===== config.mk =====
export PLATFORM = sky130hd
export DESIGN_NAME = timer16_ctc_fast_pwm
export DESIGN_NICKNAME = d
export VERILOG_FILES = /design/src/include/timer16_pkg.sv /design/src/timer16_prescaler.sv /design/src/timer16_ctc_fast_pwm.sv
export SDC_FILE = /design/constraint.sdc
export NUM_CORES = 1
export LEC_CHECK = 0
export BUFFER_PORTS_ARGS = -buffer_cell sky130_fd_sc_hd__buf_2
export CORE_UTILIZATION = 30
export CTS_BUF_LIST = sky130_fd_sc_hd__clkbuf_4 sky130_fd_sc_hd__clkbuf_8
export CTS_CLUSTER_SIZE = 30
export DETAILED_ROUTE_END_ITERATION = 8
export PLACE_DENSITY = 0.48
export SYNTH_ARGS = -nofsm -noshare
export SYNTH_HDL_FRONTEND = slang
export SYNTH_SLANG_ARGS = --single-unit

===== constraint.sdc =====
create_clock -name aclk -period 5.6 [get_ports aclk]
set_clock_uncertainty 0.15 [all_clocks]
set_input_delay 0.28 -clock aclk [delete_from_list [all_inputs] [get_ports aclk]]
set_output_delay 0.28 -clock aclk [all_outputs]
set_load 0.05 [all_outputs]

===== src/include/timer16_pkg.sv =====
// Package: register map, field layout, modes and structs of the 16-bit timer
package timer16_pkg;
  localparam logic [11:0] reg_control = 12'h000;
  localparam logic [11:0] reg_status = 12'h004;
  localparam logic [11:0] reg_count = 12'h008;
  localparam logic [11:0] reg_compare_a = 12'h00c;
  localparam logic [11:0] reg_compare_b = 12'h010;
  localparam logic [11:0] reg_capture = 12'h014;
  // Control field positions
  localparam int ctl_mode_lsb = 0;
  localparam int ctl_act_a_lsb = 4;
  localparam int ctl_act_b_lsb = 6;
  localparam int ctl_clk_sel_lsb = 8;
  localparam int ctl_dir_a_bit = 11;
  localparam int ctl_dir_b_bit = 12;
  localparam int ctl_port_a_bit = 13;
  localparam int ctl_port_b_bit = 14;
  // Status field positions, write one to clear
  localparam int st_ovf_bit = 0;
  localparam int st_cmp_a_bit = 1;
  localparam int st_cmp_b_bit = 2;
  localparam int st_cap_bit = 3;
  localparam logic [31:0] control_reset = 32'h0000_0000;
  localparam logic [15:0] count_reset = 16'h0000;
  localparam logic [15:0] count_max = 16'hffff;
  localparam logic [15:0] count_bottom = 16'h0000;
  localparam logic [15:0] top_8bit = 16'h00ff;
  localparam logic [15:0] top_9bit = 16'h01ff;
  localparam logic [15:0] top_10bit = 16'h03ff;
  localparam logic [3:0] mode_ctc_cmp = 4'h4;
  localparam logic [3:0] mode_fast_8 = 4'h5;
  localparam logic [3:0] mode_fast_9 = 4'h6;
  localparam logic [3:0] mode_fast_10 = 4'h7;
  localparam logic [3:0] mode_ctc_cap = 4'hc;
  localparam logic [3:0] mode_fast_cap = 4'he;
  localparam logic [3:0] mode_fast_cmp = 4'hf;
  localparam logic [1:0] act_none = 2'h0;
  localparam logic [1:0] act_toggle = 2'h1;
  localparam logic [1:0] act_clear = 2'h2;
  localparam logic [1:0] act_set = 2'h3;
  // Prescale divisors
  localparam int div_1 = 1;
  localparam int div_8 = 8;
  localparam int div_64 = 64;
  localparam int div_256 = 256;
  localparam int div_1024 = 1024;
  localparam logic [1:0] resp_okay = 2'b00;
  localparam logic [1:0] resp_slverr = 2'b10;

  typedef enum logic [1:0] {
    bus_idle = 2'b01,
    bus_resp = 2'b10
  } bus_state_t;

  typedef struct packed {
    logic tick;
    logic top_hit;
    logic max_hit;
    logic cmp_a_hit;
    logic cmp_b_hit;
  } timer_events_t;
endpackage


===== src/timer16_prescaler.sv =====
// Prescaler: one-cycle tick at aclk divided by 1, 8, 64, 256 or 1024
`timescale 1ns/1ps
module timer16_prescaler
(
  input wire logic aclk,
  input wire logic aresetn,
  input wire logic [2:0] clk_sel,
  output logic tick
);
  import timer16_pkg::*;

  logic [9:0] div_count;
  logic hit;

  always_comb
  begin
    case (clk_sel)
      3'h1: hit = 1'b1;
      3'h2: hit = (div_count[2:0] == 3'h7);
      3'h3: hit = (div_count[5:0] == 6'h3f);
      3'h4: hit = (div_count[7:0] == 8'hff);
      3'h5: hit = (div_count == 10'h3ff);
      default: hit = 1'b0;
    endcase
  end

  // Free running so switching divisors needs no resync
  always_ff @(posedge aclk)
  begin
    if (!aresetn)
      div_count <= 10'h000;
    else
      div_count <= div_count + 10'h001;
  end

  always_ff @(posedge aclk)
  begin
    if (!aresetn)
      tick <= 1'b0;
    else
      tick <= hit;
  end
endmodule // timer16_prescaler


===== src/timer16_ctc_fast_pwm.sv =====
// Timer16: counter, clear-on-compare and fast PWM logic with AXI4-Lite
`timescale 1ns/1ps
module timer16_ctc_fast_pwm
(
  input wire logic aclk,
  input wire logic aresetn,
  input wire logic [11:0] s_axi_awaddr,
  input wire logic s_axi_awvalid,
  output logic s_axi_awready,
  input wire logic [31:0] s_axi_wdata,
  input wire logic [3:0] s_axi_wstrb,
  input wire logic s_axi_wvalid,
  output logic s_axi_wready,
  output logic [1:0] s_axi_bresp,
  output logic s_axi_bvalid,
  input wire logic s_axi_bready,
  input wire logic [11:0] s_axi_araddr,
  input wire logic s_axi_arvalid,
  output logic s_axi_arready,
  output logic [31:0] s_axi_rdata,
  output logic [1:0] s_axi_rresp,
  output logic s_axi_rvalid,
  input wire logic s_axi_rready,
  output logic pin_a_out,
  output logic pin_a_oe_n,
  output logic pin_b_out,
  output logic pin_b_oe_n
);
  import timer16_pkg::*;

  ////////////////////////////////////////////////////////////////////////////
  function automatic logic [31:0] merge(input logic [31:0] old,
                                        input logic [31:0] val,
                                        input logic [3:0] be);
    logic [31:0] r;
    r = old;
    for (int i = 0; i < 4; i++)
      if (be[i])
        r[8*i +: 8] = val[8*i +: 8];
    return r;
  endfunction

  // Mask compare value to the fixed resolution of the mode
  function automatic logic [15:0] mask_fixed(input logic [3:0] mode,
                                             input logic [15:0] val);
    case (mode)
      mode_fast_8: return val & top_8bit;
      mode_fast_9: return val & top_9bit;
      mode_fast_10: return val & top_10bit;
      default: return val;
    endcase
  endfunction

  ////////////////////////////////////////////////////////////////////////////
  logic [31:0] control;
  logic [15:0] count_value;
  logic [15:0] compare_a_value;
  logic [15:0] compare_a_buf;
  logic [15:0] compare_b_value;
  logic [15:0] compare_b_buf;
  logic [15:0] capture_value;
  logic overflow_flag;
  logic compare_a_flag;
  logic compare_b_flag;
  logic capture_flag;
  logic wave_out_a;
  logic wave_out_b;
  logic block_match;
  bus_state_t wr_state;
  bus_state_t rd_state;
  logic [11:0] aw_addr;
  logic aw_held;
  logic [31:0] w_data;
  logic [3:0] w_strb;
  logic w_held;
  logic wr_fire;
  logic [31:0] wr_word;
  logic [31:0] rd_word;
  logic rd_ok;
  logic [3:0] waveform_mode_sel;
  logic [1:0] output_action_a;
  logic [1:0] output_action_b;
  logic pin_direction_a;
  logic pin_direction_b;
  logic fast_pwm;
  logic ctc;
  logic [15:0] top;
  logic top_from_a;
  logic top_from_cap;
  logic at_top;
  timer_events_t ev;
  logic count_wr;
  logic [15:0] next_count;

  assign waveform_mode_sel = control[ctl_mode_lsb +: 4];
  assign output_action_a = control[ctl_act_a_lsb +: 2];
  assign output_action_b = control[ctl_act_b_lsb +: 2];
  assign pin_direction_a = control[ctl_dir_a_bit];
  assign pin_direction_b = control[ctl_dir_b_bit];

  timer16_prescaler u_prescaler
  (
    .aclk(aclk),
    .aresetn(aresetn),
    .clk_sel(control[ctl_clk_sel_lsb +: 3]),
    .tick(ev.tick)
  );

  ////////////////////////////////////////////////////////////////////////////
  // Mode decode and top selection
  always_comb
  begin
    fast_pwm = 1'b0;
    ctc = 1'b0;
    top = count_max;
    top_from_a = 1'b0;
    top_from_cap = 1'b0;
    case (waveform_mode_sel)
      mode_ctc_cmp:
      begin
        ctc = 1'b1;
        top = compare_a_value;
        top_from_a = 1'b1;
      end
      mode_ctc_cap:
      begin
        ctc = 1'b1;
        top = capture_value;
        top_from_cap = 1'b1;
      end
      mode_fast_8:
      begin
        fast_pwm = 1'b1;
        top = top_8bit;
      end
      mode_fast_9:
      begin
        fast_pwm = 1'b1;
        top = top_9bit;
      end
      mode_fast_10:
      begin
        fast_pwm = 1'b1;
        top = top_10bit;
      end
      mode_fast_cap:
      begin
        fast_pwm = 1'b1;
        top = capture_value;
        top_from_cap = 1'b1;
      end
      mode_fast_cmp:
      begin
        fast_pwm = 1'b1;
        top = compare_a_value;
        top_from_a = 1'b1;
      end
      default: top = count_max;
    endcase
  end

  // Exact equality only: a top below count is missed until the wrap
  assign at_top = (count_value == top);
  // A register-defined top is a compare match, so a count write blocks it
  assign ev.top_hit = ev.tick && at_top && (ctc || fast_pwm) &&
    !(block_match && (top_from_a || top_from_cap));
  assign ev.max_hit = ev.tick && (count_value == count_max);
  assign ev.cmp_a_hit = ev.tick && !block_match &&
    (count_value == compare_a_value);
  assign ev.cmp_b_hit = ev.tick && !block_match &&
    (count_value == compare_b_value);

  always_comb
  begin
    if (ev.top_hit)
      next_count = count_bottom;
    else
      next_count = count_value + 16'h0001;
  end

  ////////////////////////////////////////////////////////////////////////////
  // AXI4-Lite write path: address and data taken in either order
  assign wr_fire = aw_held && w_held && wr_state == bus_idle;
  assign count_wr = wr_fire && aw_addr == reg_count;

  always_ff @(posedge aclk)
  begin
    if (!aresetn)
    begin
      aw_held <= 1'b0;
      aw_addr <= 12'h000;
      s_axi_awready <= 1'b0;
    end
    else
    begin
      s_axi_awready <= !aw_held && !s_axi_awready;
      if (s_axi_awvalid && s_axi_awready)
      begin
        aw_held <= 1'b1;
        aw_addr <= {s_axi_awaddr[11:2], 2'b00};
        s_axi_awready <= 1'b0;
      end
      else if (wr_fire)
        aw_held <= 1'b0;
    end
  end

  always_ff @(posedge aclk)
  begin
    if (!aresetn)
    begin
      w_held <= 1'b0;
      w_data <= 32'h0000_0000;
      w_strb <= 4'h0;
      s_axi_wready <= 1'b0;
    end
    else
    begin
      s_axi_wready <= !w_held && !s_axi_wready;
      if (s_axi_wvalid && s_axi_wready)
      begin
        w_held <= 1'b1;
        w_data <= s_axi_wdata;
        w_strb <= s_axi_wstrb;
        s_axi_wready <= 1'b0;
      end
      else if (wr_fire)
        w_held <= 1'b0;
    end
  end

  always_ff @(posedge aclk)
  begin
    if (!aresetn)
    begin
      wr_state <= bus_idle;
      s_axi_bvalid <= 1'b0;
      s_axi_bresp <= resp_okay;
    end
    else
    begin
      case (wr_state)
        bus_idle:
          if (wr_fire)
          begin
            wr_state <= bus_resp;
            s_axi_bvalid <= 1'b1;
            s_axi_bresp <= (aw_addr <= reg_capture) ? resp_okay : resp_slverr;
          end
        bus_resp:
          if (s_axi_bready)
          begin
            wr_state <= bus_idle;
            s_axi_bvalid <= 1'b0;
          end
        default: wr_state <= bus_idle;
      endcase
    end
  end

  always_comb
  begin
    case (aw_addr)
      reg_control: wr_word = merge(control, w_data, w_strb);
      reg_count: wr_word = merge({16'h0000, count_value}, w_data, w_strb);
      reg_compare_a:
        wr_word = merge({16'h0000, compare_a_buf}, w_data, w_strb);
      reg_compare_b:
        wr_word = merge({16'h0000, compare_b_buf}, w_data, w_strb);
      reg_capture:
        wr_word = merge({16'h0000, capture_value}, w_data, w_strb);
      default: wr_word = merge(32'h0000_0000, w_data, w_strb);
    endcase
  end

  ////////////////////////////////////////////////////////////////////////////
  always_ff @(posedge aclk)
  begin
    if (!aresetn)
      control <= control_reset;
    else if (wr_fire && aw_addr == reg_control)
      control <= {17'h00000, wr_word[14:0]};
  end

  always_ff @(posedge aclk)
  begin
    if (!aresetn)
      capture_value <= count_reset;
    else if (wr_fire && aw_addr == reg_capture)
      capture_value <= wr_word[15:0];
  end

  // Counter, with one-tick match blocking after a software write
  always_ff @(posedge aclk)
  begin
    if (!aresetn)
    begin
      count_value <= count_reset;
      block_match <= 1'b0;
    end
    else if (count_wr)
    begin
      count_value <= wr_word[15:0];
      block_match <= 1'b1;
    end
    else if (ev.tick)
    begin
      count_value <= next_count;
      block_match <= 1'b0;
    end
  end

  // Compare buffers: direct in clear-on-compare, reload at top in fast PWM
  always_ff @(posedge aclk)
  begin
    if (!aresetn)
    begin
      compare_a_buf <= count_reset;
      compare_b_buf <= count_reset;
      compare_a_value <= count_reset;
      compare_b_value <= count_reset;
    end
    else
    begin
      if (wr_fire && aw_addr == reg_compare_a)
        compare_a_buf <= mask_fixed(waveform_mode_sel,
          wr_word[15:0]);
      if (wr_fire && aw_addr == reg_compare_b)
        compare_b_buf <= mask_fixed(waveform_mode_sel,
          wr_word[15:0]);
      if (!fast_pwm)
      begin
        compare_a_value <= compare_a_buf;
        compare_b_value <= compare_b_buf;
      end
      else if (ev.top_hit)
      begin
        compare_a_value <= compare_a_buf;
        compare_b_value <= compare_b_buf;
      end
    end
  end

  // Flags: hardware set wins over a same-cycle software clear
  always_ff @(posedge aclk)
  begin
    if (!aresetn)
    begin
      overflow_flag <= 1'b0;
      compare_a_flag <= 1'b0;
      compare_b_flag <= 1'b0;
      capture_flag <= 1'b0;
    end
    else
    begin
      if (wr_fire && aw_addr == reg_status)
      begin
        if (wr_word[st_ovf_bit])
          overflow_flag <= 1'b0;
        if (wr_word[st_cmp_a_bit])
          compare_a_flag <= 1'b0;
        if (wr_word[st_cmp_b_bit])
          compare_b_flag <= 1'b0;
        if (wr_word[st_cap_bit])
          capture_flag <= 1'b0;
      end
      if ((fast_pwm && ev.top_hit) || (!fast_pwm && ev.max_hit))
        overflow_flag <= 1'b1;
      if (ev.cmp_a_hit || (ev.top_hit && top_from_a))
        compare_a_flag <= 1'b1;
      if (ev.cmp_b_hit)
        compare_b_flag <= 1'b1;
      if (ev.top_hit && top_from_cap)
        capture_flag <= 1'b1;
    end
  end

  ////////////////////////////////////////////////////////////////////////////
  // Waveform state; action bits take effect immediately
  always_ff @(posedge aclk)
  begin
    if (!aresetn)
    begin
      wave_out_a <= 1'b0;
      wave_out_b <= 1'b0;
    end
    else
    begin
      // Match first, bottom after: compare at top then yields a steady level for clear and set actions
      if (ev.cmp_a_hit)
      begin
        case (output_action_a)
          act_toggle: wave_out_a <= !wave_out_a;
          act_clear: wave_out_a <= 1'b0;
          act_set: wave_out_a <= 1'b1;
          default: wave_out_a <= wave_out_a;
        endcase
      end
      if (fast_pwm && ev.top_hit && output_action_a[1])
        wave_out_a <= !output_action_a[0];
      if (ev.cmp_b_hit && output_action_b[1])
        wave_out_b <= output_action_b[0];
      else if (ev.cmp_b_hit && output_action_b == act_toggle && !fast_pwm)
        wave_out_b <= !wave_out_b;
      if (fast_pwm && ev.top_hit && output_action_b[1])
        wave_out_b <= !output_action_b[0];
    end
  end

  // Pins: output enable low while driven
  always_ff @(posedge aclk)
  begin
    if (!aresetn)
    begin
      pin_a_out <= 1'b0;
      pin_a_oe_n <= 1'b1;
      pin_b_out <= 1'b0;
      pin_b_oe_n <= 1'b1;
    end
    else
    begin
      pin_a_oe_n <= !pin_direction_a;
      pin_a_out <= (output_action_a == act_none) ?
        control[ctl_port_a_bit] : wave_out_a;
      pin_b_oe_n <= !pin_direction_b;
      pin_b_out <= (output_action_b == act_none) ?
        control[ctl_port_b_bit] : wave_out_b;
    end
  end

  ////////////////////////////////////////////////////////////////////////////
  // AXI4-Lite read path, one word at a time
  always_comb
  begin
    rd_ok = 1'b1;
    case ({s_axi_araddr[11:2], 2'b00})
      reg_control: rd_word = control;
      reg_status: rd_word = {28'h0000000, capture_flag, compare_b_flag,
        compare_a_flag, overflow_flag};
      reg_count: rd_word = {16'h0000, count_value};
      reg_compare_a: rd_word = {16'h0000, compare_a_buf};
      reg_compare_b: rd_word = {16'h0000, compare_b_buf};
      reg_capture: rd_word = {16'h0000, capture_value};
      default:
      begin
        rd_word = 32'h0000_0000;
        rd_ok = 1'b0;
      end
    endcase
  end

  always_ff @(posedge aclk)
  begin
    if (!aresetn)
    begin
      rd_state <= bus_idle;
      s_axi_arready <= 1'b0;
      s_axi_rvalid <= 1'b0;
      s_axi_rdata <= 32'h0000_0000;
      s_axi_rresp <= resp_okay;
    end
    else
    begin
      case (rd_state)
        bus_idle:
        begin
          s_axi_arready <= !s_axi_arready;
          if (s_axi_arvalid && s_axi_arready)
          begin
            s_axi_arready <= 1'b0;
            s_axi_rvalid <= 1'b1;
            s_axi_rdata <= rd_word;
            s_axi_rresp <= rd_ok ? resp_okay : resp_slverr;
            rd_state <= bus_resp;
          end
        end
        bus_resp:
          if (s_axi_rready)
          begin
            s_axi_rvalid <= 1'b0;
            rd_state <= bus_idle;
          end
        default: rd_state <= bus_idle;
      endcase
    end
  end
endmodule // timer16_ctc_fast_pwm


==> results.md, run 1 <==
STA:
- The max-slew violation count is 0.
- Setup repair after global routing left no endpoint under its margin.
- The final critical delay including setup and external delays is 4.07 ns.
- The count of final hold-check violations is 0.
- The final setup TNS is 0 ns.
- The setup-violating endpoint count in the final report is 0.
- Based on the critical path, the design can be clocked at up to 246 MHz.
- The worst relative slew slack is between 20 and 25%.
- At the pin with the least slew margin, the transition time is roughly 1.2 ns.
- The worst path uses between 70% and 80% of the clock period.

Die:
- For this configuration, the core starts out at a cell density of roughly 30%.
- The placeable core region is about 35000 um^2.
- Pin placement for this block handled 112 I/O pins.
- The x dimension of the die is between 150 and 200 um.
- In this run the core area contains around 70 standard-cell rows.
- The die height is approximately 190 um.
- The total die area is approximately 36000 um^2.

Synthesis:
- The average instance area after synthesis is a little over 8 um^2.
- The share of the Yosys chip area taken by registers is a little over a third.
- In the synthesized netlist the async set-or-reset flop fraction comes to 0%.
- The synthesized design contains 0 enable-type register cells.
- In this run, synthesis produced a sequential element count of 190.
- The number of different library cells used by synthesis comes to 72.
- The proportion of netlist area held by the largest area contributor is approximately 36%.
- The number of instances in the synthesized netlist is roughly 1300.
- sky130_fd_sc_hd__dfxtp_1 takes more of the synthesized area than any other cell.
- The most used flip-flop cell after synthesis is sky130_fd_sc_hd__dfxtp_1.
- The cell area that synthesis handed to floorplanning was roughly 11000 um^2.
- By area the synthesized netlist is led by sky130_fd_sc_hd__dfxtp_1 (36%), sky130_fd_sc_hd__nand2_1 (8.6%), sky130_fd_sc_hd__a21oi_1 (5.3%).
- The count of warnings emitted by yosys is 0.

Global routing:
- The met1 usage is 28.1%.
- The largest net degree at the start of global routing is 62.
- The global-route layer with the greatest usage is met2.
- For met2 alone, demand over resource in global routing was ~31%.
- Global routing finished with a remaining overflow of 0.
- The global-route wire length before repair is 55.6 mm.
- Global routing consumed, over all layers together, between 20% and 30% of the routing resources.
- The via count of the first global-routing pass is 9046.
- The number of antenna violations at the first check in global routing is 0.
- The met3 demand-to-capacity share in global routing is under 10%.

Power:
- Cell internal power was estimated by the tool at approximately 1.8 mW.
- The relative contribution of the clock network to total power is around a third.
- The power dissipated by switching net loads is between 0.8 and 0.9 mW.
- The total power is approximately 2.7 mW.
- The proportion of power drawn by combinational gates is roughly an eighth.
- Net switching is 32.3% of the power.
- Sequential cells burn approximately 53% of the power.
- The maximum ir drop on the vdd rail is ~0.00012 V.
- The power density of the placed cells is roughly 230 nW/um^2.
- The standby leakage power is 4.32 nW.

Worst setup path:
- The worst endpoint required time is just under 6 ns.
- STA classifies the critical path startpoint as a register.
- The worst setup path is captured at a register.
- The type of the worst setup path is register to register.
- Along the worst path, the maximum fanout reaches 25.
- The worst endpoint data arrival time is around 4.4 ns.

Cells and area:
- The number of antenna diodes in the final layout is 0.
- The final net count is between 1000 and 1500.
- From synthesis to final layout, the design area changed by 12.0%.
- The top cell types in the final layout, fill and taps aside, are sky130_fd_sc_hd__nand2_1 (243), sky130_fd_sc_hd__dfxtp_1 (190), sky130_fd_sc_hd__a21oi_1 (111).
- Leaving out fill and tap cells, the most frequent cell in the layout is sky130_fd_sc_hd__nand2_1.
- Across the whole layout, storage elements account for approximately 3800 um^2.
- Summing all multi-input logic gate instances after layout gives 6130 um^2.
- The fraction of layout cells with a size suffix above 1 is between 10% and 20%.
- The fill cell instance count of the final layout is roughly 3700.

Placed design:
- The placer's final routability congestion estimate is approximately 0.87.
- The number of port buffers is 71.
- The wire-length estimate of the detail-placed layout is about 25 mm.

CTS:
- The number of setup buffers added after CTS is 0.
- After clock tree synthesis, the clock-pin slew on the worst setup and hold paths is around 0.11 ns.
- The post-cts resize count is 0.
- The number of sinks on the clock net is 190.
- The maximum clock path buffer count is 2.
- TritonCTS created 17 clock buffers.
- In this run, post-CTS hold repair placed 30 buffers.
- For the worst-skew pair, the clock arrives at the later sink with an insertion delay of between 0.5 and 0.6 ns.
- The TritonCTS clock tree is done.
- The H-tree generated during clock tree synthesis spans 4 levels.
- Clock tree synthesis selected as its root buffer the cell sky130_fd_sc_hd__clkbuf_8.

Detailed routing:
- The final route contains between 9000 and 10000 vias.
- The count of TritonRoute iterations in the first routing pass is 5.
- The remaining antenna violation count is 0.
- Dividing the detail-routed wire length by the instance count gives a little over 20 um.
- After detailed routing, the total wire length is approximately 37 mm.
- For this run, design rule violations remaining after detail routing come to 0.
- The mean number of vias per cell is roughly 5.3.
- The detailed router finished its first iteration with ~830 violations.

Hold path:
- The kind of path behind the tightest hold check is input pin to register.

Run:
- The max capacitance violation total is 0.

Outcome:
- The run finished with clean final reports.
==> area by class of cell <==
class                      count  share of cell area (%)
multi-input combinational    986                    51.8
sequential                   190                    32.1
timing repair buffer         130                    7.51
tap                          455                    4.81
clock buffer                  18                    2.09
clock inverter                14                    1.11
inverter                      17                   0.560
==> worst paths after layout <==
kind | start | endpoint | slack, ns | cells past startpoint
min | aresetn | compare_b_value[7] | 0.1 | 3
min reg2reg | aw_addr[9] | aw_addr[9] | 0.31 | 2
max | control[3] | compare_a_value[13] | 1.53 | 10
max reg2reg | control[3] | compare_a_value[13] | 1.53 | 10
==> power groups by stage <==
| stage | Combinational, mW | Sequential [mW] | Clock (mW) |
|---|---|---|---|
| after CTS | 0.347 | 1.44 | 0.940 |
| after detailed placement | 0.330 | 1.47 | 0 |
| after global placement | 0.330 | 1.47 | 0 |
| after floorplan | 0.252 | 1.45 | 0 |
| after global routing | 0.375 | 1.45 | 0.986 |
| final | 0.350 | 1.44 | 0.919 |
==> Yosys cell counts, drive strengths merged, types with 18 or more instances <==
cell type	number
buf	50
a21oi	111
clkbuf	82
nand2	243
nand3	49
nor3	27
dfxtp	190
xor2	31
a22oi	23
o21ai	67
mux2i	51
nor4	19
mux2	18
xnor2	21
nor2	82
==> registers in the layout, summed over array words and instances, names as in the netlist, 2 cells and up <==
register,count
aw_addr,10
capture_value,16
compare_a_buf,16
compare_a_value,16
compare_b_buf,16
compare_b_value,16
control,15
count_value,16
rd_state,2
s_axi_rdata,16
u_prescaler.div_count,10
w_data,16
w_strb,2
wr_state,2
==> kinds of logic (layout without fill, tap and decap cells) <==
family / after synthesis / count (layout) / share of synthesized area, %
multiplexers: 69 / 69 / 6.75
XOR/XNOR: 52 / 52 / 4.31
adder cells (fa/ha/maj): 3 / 3 / 0.355
AND/OR/NAND/NOR: 529 / 529 / 25.4
AO/OA/AOI/OAI: 315 / 315 / 20.4
other: 1 / 18 / 0.0355
flip-flops: 190 / 190 / 36.0
buffers and inverters: 149 / 179 / 6.74
==> worst max-delay path, cell delays in order, from the launching register on <==
cell	delay, ns
sky130_fd_sc_hd__dfxtp_1	0.85
sky130_fd_sc_hd__buf_4	0.33
sky130_fd_sc_hd__a21oi_1	0.09
sky130_fd_sc_hd__a211oi_1	0.59
sky130_fd_sc_hd__xor2_1	0.23
sky130_fd_sc_hd__nor4b_2	0.09
sky130_fd_sc_hd__o211ai_4	0.33
sky130_fd_sc_hd__o31a_2	0.73
sky130_fd_sc_hd__buf_4	0.38
sky130_fd_sc_hd__nand3_1	0.12
sky130_fd_sc_hd__o21ai_2	0.09
==> per-layer routing <==
layer | routed length, um | vias to the layer above
li1 | - | 4655
met4 | 1180 | 0
met1 | 17300 | 4646
met3 | 2250 | 60
met5 | 0 | -
met2 | 16000 | 307
==> stage by stage <==
| step | area (um^2) | hold slack, ns | std cells | utilization [%] | worst slack, ns |
|---|---|---|---|---|---|
| 2_1_floorplan | 10600 | 0.235 | 1325 | - | 2.94 |
| 3_3_place_gp | 11200 | 0.291 | 1748 | 32.2 | 1.67 |
| 3_5_place_dp | 11200 | 0.293 | 1748 | 32.2 | 1.65 |
| 4_1_cts | 11800 | 0.0807 | 1810 | 34.2 | 1.61 |
| 5_1_grt | 11800 | 0.103 | 1810 | 34.2 | 1.30 |
| 6_report | 11800 | 0.0984 | 1810 | 34.2 | 1.53 |
No activity file was read; power rests on OpenSTA's default activity.
==> run 2, diff against run 1 <==
- clock period: 5.6 -> 4.2 ns (I/O delays scaled with it)
==> run 2 against run 1 <==
Register-to-register slack worse by 0.82 ns. Count of clock-buffer cells in the layout grew 1. Design area up 0.79%. Worst setup slack got worse by 0.82 ns. Final cell count up 0.55%. Sequential cell count stayed put. Total power increased by 36%. First-iteration DRC count grew 1.3%. Combinational power rose by 37%. Non-clock buffer count is 9 higher. Critical path depth stayed put. Via count decreased by 1.0%.
==> results.md, run 2 (same netlist as run 1, synthesis figures left out) <==
Outcome:
- Result of the run: complete, no violations (unchanged).

Global routing:
- The final global-route overflow total is 0 (unchanged).
- The met3 demand-to-capacity share in global routing is 2.53% (was 4.35%).
- The global-route wire length before repair is 54.2 mm (was 55.6 mm).
- The met1 usage is 28.6% (was 28.1%).
- The global routing usage on met2 is 30.4% (was 31.3%).
- The number of antenna violations at the first check in global routing came to 0 (unchanged).
- The via count of the first global-routing pass is 8866 (was 9046).
- The global-route layer with the greatest usage was met2 (unchanged).
- The global-route usage over all layers came to 19.8% (was 20.5%).
- The largest net degree at the start of global routing is 67 (was 62).

Placed design:
- The detailed placement HPWL is 25.0 mm (was 24.7 mm).
- The number of port buffers is 71 (unchanged).
- The placer's final routability congestion estimate was 0.840 (was 0.870).

Die:
- The count of boundary I/O pins is 112 (unchanged).
- The x dimension of the die was 190 um (unchanged).
- The die height is 190 um (unchanged).
- The placeable core region was 34600 um^2 (unchanged).
- The initial core utilization is 30.5% (unchanged).
- The total die area is 36000 um^2 (unchanged).
- The placement row count is 68 (unchanged).

Worst setup path:
- The source of the worst register-to-register timing path was control[3] (unchanged).
- The critical path startpoint is control[3] (unchanged).
- The type of the worst setup path is register to register (unchanged).
- The worst endpoint required time is 4.42 ns (was 5.89 ns).
- The sort of element at the end of the critical path is a register (unchanged).
- The highest fanout seen on the critical path is 64 (was 25).
- The worst endpoint data arrival time is 3.71 ns (was 4.36 ns).
- The startpoint kind of the worst setup timing path was a register (unchanged).

Cells and area:
- The fill cell instance count of the final layout is 3646 (was 3668).
- The fraction of layout cells with a size suffix above 1 is 16.9% (was 16.5%).
- The signed area change from the synthesized netlist to the final layout is 12.8% (was 12.0%).
- The utilization of the core after routing is 34.4% (was 34.2%).
- Most used cells in the layout excluding fill and tap cells: sky130_fd_sc_hd__nand2_1 (243), sky130_fd_sc_hd__dfxtp_1 (190), sky130_fd_sc_hd__a21oi_1 (111) (unchanged).
- The final net count is 1421 (was 1412).
- The most common library cell in the layout ignoring fill and taps is sky130_fd_sc_hd__nand2_1 (unchanged).

STA:
- The transition at the pin with the smallest max-transition slack is 1.08 ns (was 1.15 ns).
- The setup-violating endpoint count in the final report is 0 (unchanged).
- The count of final hold-check violations is 0 (unchanged).
- Unrepaired setup endpoints after global routing: no (unchanged).
- The final setup TNS was 0 ns (unchanged).
- The worst relative slew slack was 27.7% (was 23.1%).
- The final critical delay including setup and external delays was 3.49 ns (was 4.07 ns).
- The upper clock frequency limit came to 287 MHz (was 246 MHz).
- The post-route clock period utilization is 83.0% (was 72.7%).
- The max-slew violation count came to 0 (unchanged).

Detailed routing:
- The DRC violation count after routing is 0 (unchanged).
- The detailed-route via count was 9567 (was 9668).
- The remaining antenna violation count is 0 (unchanged).
- The violation count after the first detailed-routing iteration is 844 (was 833).
- The mean number of vias per cell is 5.26 (was 5.34).
- The average wire per standard cell is 19.5 um (was 20.3 um).
- The routed wire length is 35.4 mm (was 36.8 mm).
- The count of TritonRoute iterations in the first routing pass is 8 (was 5).

CTS:
- The latest clock arrival within the worst-skew pair came to 0.50 ns (was 0.51 ns).
- The maximum clock path buffer count is 2 (unchanged).
- The number of sinks on the clock net came to 190 (unchanged).
- The TritonCTS clock tree is done (unchanged).
- The master cell of the clock root buffer is sky130_fd_sc_hd__clkbuf_8 (unchanged).
- The CTS buffer count is 17 (unchanged).
- The clock-pin slew reported for the worst setup and hold paths after clock tree synthesis came to 0.10 ns (was 0.11 ns).
- The number of levels the H-tree was split into is 4 (unchanged).

Power:
- The standby leakage power is 4.39 nW (was 4.32 nW).
- The maximum ir drop on the vdd rail is 0.000190 V (was 0.000123 V).
- The power density of the placed cells was 309 nW/um^2 (was 229 nW/um^2).

Hold path:
- The startpoint of the worst hold path is s_axi_awvalid (was aresetn).
- The kind of path behind the tightest hold check is input pin to register (unchanged).

Run:
- The max capacitance violation total was 0 (unchanged).
-- run 2: cell types whose count changed in the layout (fill, tap and decap cells not counted), moves of 2 or more --
cell / delta
sky130_fd_sc_hd__buf_4: +8
sky130_fd_sc_hd__bufinv_16: +2
sky130_fd_sc_hd__clkbuf_4: +2
sky130_fd_sc_hd__clkinvlp_4: -3
sky130_fd_sc_hd__inv_6: +3
sky130_fd_sc_hd__inv_8: -3
-- run 2: path summary, 6_finish.rpt --
kind	endpoint	slack, ns	cells past startpoint
worst min register to register	aw_addr[7]	0.31	2
worst min-delay path	aw_addr[7]	0.08	4
worst max register to register	compare_a_value[11]	0.71	10
worst max-delay path	compare_a_value[11]	0.71	10
-- run 2: cell type report --
class	count	area [um^2]	area share (%)
well taps	455	569	4.77
clock inverters	13	154	1.29
inverters	17	66.3	0.556
repair buffers	139	958	8.04
multi-input cells	986	6120	51.3
flip-flops and latches	190	3800	31.9
diodes	1	2.50	0.0210
clock buffers	19	249	2.09
-- run 2: critical path: stages, from the launching register on --
cell	delay (ns)
sky130_fd_sc_hd__dfxtp_1	0.94
sky130_fd_sc_hd__buf_4	0.33
sky130_fd_sc_hd__nor4_1	0.10
sky130_fd_sc_hd__or2_2	0.34
sky130_fd_sc_hd__o32ai_1	0.27
sky130_fd_sc_hd__a211o_1	0.15
sky130_fd_sc_hd__nand4_2	0.18
sky130_fd_sc_hd__o31a_2	0.41
sky130_fd_sc_hd__buf_12	0.24
sky130_fd_sc_hd__nand3_1	0.15
sky130_fd_sc_hd__o21ai_2	0.07
-- run 2: through the flow --
stage	hold slack, ns	setup slack [ns]	area, um^2	total power, mW	cells
3_5_place_dp	0.284	0.786	11200	2.42	1756
5_1_grt	0.0953	0.562	11900	3.84	1819
4_1_cts	0.0648	0.763	11900	3.71	1819
6_report	0.0820	0.712	11900	3.68	1820
3_3_place_gp	0.294	0.826	11200	2.41	1756
2_1_floorplan	0.196	1.54	10600	2.27	1325
-- run 2: per-layer routing --
layer  vias up  share of wire [%]
met3        51                5.4
met5         -                  0
li1       4666                  -
met1      4547                 48
met4         0                2.4
met2       303                 44
-- run 2: report_power, final --
| part | switching (mW) | internal, mW | total, mW |
|---|---|---|---|
| clock | 0.726 | 0.556 | 1.28 |
| combinational | 0.312 | 0.167 | 0.480 |
| sequential | 0.0777 | 1.84 | 1.92 |
-- run 2: repair_timing --
action / CTS / global route
hold endpoints to repair: 44 / 0
setup buffers: 0 / 0
gates resized for setup: 0 / 0
hold buffers: 31 / 0
==> run 3, diff against run 2 <==
- clock period: 4.2 -> 3.5 ns (I/O delays scaled with it)
==> run 3 against run 2 <==
Sequential power increased by 20%. Global-route usage is 1.1 points higher. Count of clock-buffer cells in the layout down 1. Maximum frequency increased by 8.2%. Worst setup slack lost 0.43 ns. Hold slack got worse by 0.013 ns. Non-clock buffer count increased by 11. Sequential cell count stayed put. Critical path depth stayed put. Sequential share of layout area fell by 0.32 points.
==> results.md, run 3 (same netlist as run 1, synthesis figures left out) <==
Cells and area:
- The fill cell instance count of the final layout is 3619 (was 3646).
- The number of standard cells in the layout, taps in and fillers out was 1830 (was 1820).
- The final net count is 1432 (was 1421).
- The signed area change from the synthesized netlist to the final layout is 14.0% (was 12.8%).
- The diode insertion count for antenna repair came to 0 (was 1).
- Most used cells in the layout excluding fill and tap cells: sky130_fd_sc_hd__nand2_1 (243), sky130_fd_sc_hd__dfxtp_1 (190), sky130_fd_sc_hd__a21oi_1 (111) (unchanged).
- The most common library cell in the layout ignoring fill and taps is sky130_fd_sc_hd__nand2_1 (unchanged).
- The fraction of layout cells with a size suffix above 1 is 17.5% (was 16.9%).

Worst setup path:
- The sort of element at the end of the critical path was a register (unchanged).
- The type of the worst setup path is register to register (unchanged).
- The highest fanout seen on the critical path is 19 (was 64).
- The worst endpoint data arrival time is 3.47 ns (was 3.71 ns).
- The startpoint kind of the worst setup timing path was a register (unchanged).
- The worst endpoint required time is 3.74 ns (was 4.42 ns).

Run:
- The max capacitance violation total is 0 (unchanged).

Die:
- The placeable core region was 34600 um^2 (unchanged).
- The total die area is 36000 um^2 (unchanged).
- The die height is 190 um (unchanged).
- The count of boundary I/O pins was 112 (unchanged).
- The x dimension of the die is 190 um (unchanged).
- The initial core utilization came to 30.5% (unchanged).
- The placement row count was 68 (unchanged).

CTS:
- The maximum clock path buffer count was 2 (unchanged).
- The master cell of the clock root buffer is sky130_fd_sc_hd__clkbuf_8 (unchanged).
- The CTS buffer count was 17 (unchanged).
- The post-cts resize count is 0 (unchanged).
- The number of sinks on the clock net came to 190 (unchanged).
- The latest clock arrival within the worst-skew pair is 0.49 ns (was 0.50 ns).
- The number of levels the H-tree was split into was 4 (unchanged).
- The clock-pin slew reported for the worst setup and hold paths after clock tree synthesis is 0.13 ns (was 0.10 ns).
- The TritonCTS clock tree is done (unchanged).

STA:
- Unrepaired setup endpoints after global routing: no (unchanged).
- The count of final hold-check violations is 0 (unchanged).
- The final critical delay including setup and external delays was 3.22 ns (was 3.49 ns).
- The transition at the pin with the smallest max-transition slack is 0.913 ns (was 1.08 ns).
- The final setup TNS came to 0 ns (unchanged).
- The worst hold margin was 0.0689 ns (was 0.0820 ns).
- The post-route clock period utilization is 92.1% (was 83.0%).
- The setup-violating endpoint count in the final report was 0 (unchanged).
- The max-slew violation count came to 0 (unchanged).
- The upper clock frequency limit is 310 MHz (was 287 MHz).
- The worst relative slew slack is 39.0% (was 27.7%).
- The minimum setup slack in the final design is 0.277 ns (was 0.712 ns).

Hold path:
- The kind of path behind the tightest hold check was input pin to register (unchanged).

Detailed routing:
- The DRC violation count after routing came to 0 (unchanged).
- The remaining antenna violation count was 0 (unchanged).
- The routed wire length is 37.2 mm (was 35.4 mm).
- The mean number of vias per cell came to 5.34 (was 5.26).
- The violation count after the first detailed-routing iteration is 796 (was 844).
- The count of TritonRoute iterations in the first routing pass is 7 (was 8).
- The detailed-route via count came to 9778 (was 9567).
- The average wire per standard cell is 20.3 um (was 19.5 um).

Placed design:
- The placer's final routability congestion estimate is 0.840 (about the same).
- The pre-CTS worst setup slack came to 0.311 ns (was 0.786 ns).
- The number of placed cells counting well taps came to 1767 (was 1756).
- The number of port buffers is 71 (unchanged).
- The detailed placement HPWL is 25.5 mm (was 25.0 mm).

Global routing:
- The largest net degree at the start of global routing was 71 (was 67).
- The via count of the first global-routing pass was 9336 (was 8866).
- The final global-route overflow total is 0 (unchanged).
- The number of antenna violations at the first check in global routing came to 0 (unchanged).
- The global-route wire length before repair is 57.1 mm (was 54.2 mm).
- The global-route usage over all layers is 20.9% (was 19.8%).

Power:
- The power density of the placed cells was 372 nW/um^2 (was 309 nW/um^2).
- The maximum ir drop on the vdd rail was 0.000257 V (was 0.000190 V).
- The standby leakage power is 4.46 nW (was 4.39 nW).

Outcome:
- Result of the run: complete, no violations (unchanged).
-- run 3: routing by layer --
metal  vias up  track usage, %  wire, um
li1       4691               -         -
met1      4700            29.3     17400
met2       322            32.5     16600
met3        65            2.47      1960
met4         0            8.03      1230
met5         -               0         0
-- run 3: final cells by class --
cell class              instances  area [um^2]  area share [%]
multi-input cells             986         6120            50.8
flip-flops and latches        190         3800            31.6
repair buffers                150         1050            8.74
well taps                     455          569            4.73
clock buffers                  18          241            2.00
clock inverters                14          189            1.57
inverters                      17         66.3           0.550
-- run 3: final timing paths --
path	from	to	slack, ns	cells after the start
max	control[3]	capture_flag	0.28	10
min	s_axi_awvalid	aw_addr[6]	0.07	4
max reg2reg	control[3]	capture_flag	0.28	10
min reg2reg	w_data[14]	w_data[14]	0.31	2
-- run 3: worst max-delay path, cell delays in order, from the launching register on --
cell,delay (ns)
sky130_fd_sc_hd__dfxtp_1,0.71
sky130_fd_sc_hd__buf_4,0.34
sky130_fd_sc_hd__nor4_1,0.11
sky130_fd_sc_hd__or2_2,0.31
sky130_fd_sc_hd__o32ai_1,0.26
sky130_fd_sc_hd__a211o_1,0.15
sky130_fd_sc_hd__nand4_2,0.18
sky130_fd_sc_hd__nor3_4,0.44
sky130_fd_sc_hd__buf_4,0.24
sky130_fd_sc_hd__nand4b_1,0.11
sky130_fd_sc_hd__a21oi_1,0.15
-- run 3: where the power goes --
part,switching [mW],internal (mW)
combinational,0.371,0.201
sequential,0.0996,2.21
clock,0.968,0.628
total,1.44,3.04
-- run 3: what timing repair did --
item / in CTS / in global routing
endpoints found under the hold margin: 47 / 0
setup buffers: 0 / 0
hold buffers: 31 / 0
-- run 3: per-stage QoR --
stage	instance area, um^2	utilization (%)	power [mW]
after floorplan	10600	-	2.73
after global placement	11300	32.7	2.90
after detailed placement	11300	32.7	2.90
after CTS	12000	34.8	4.52
after global routing	12000	34.8	4.67
final	12000	34.8	4.48
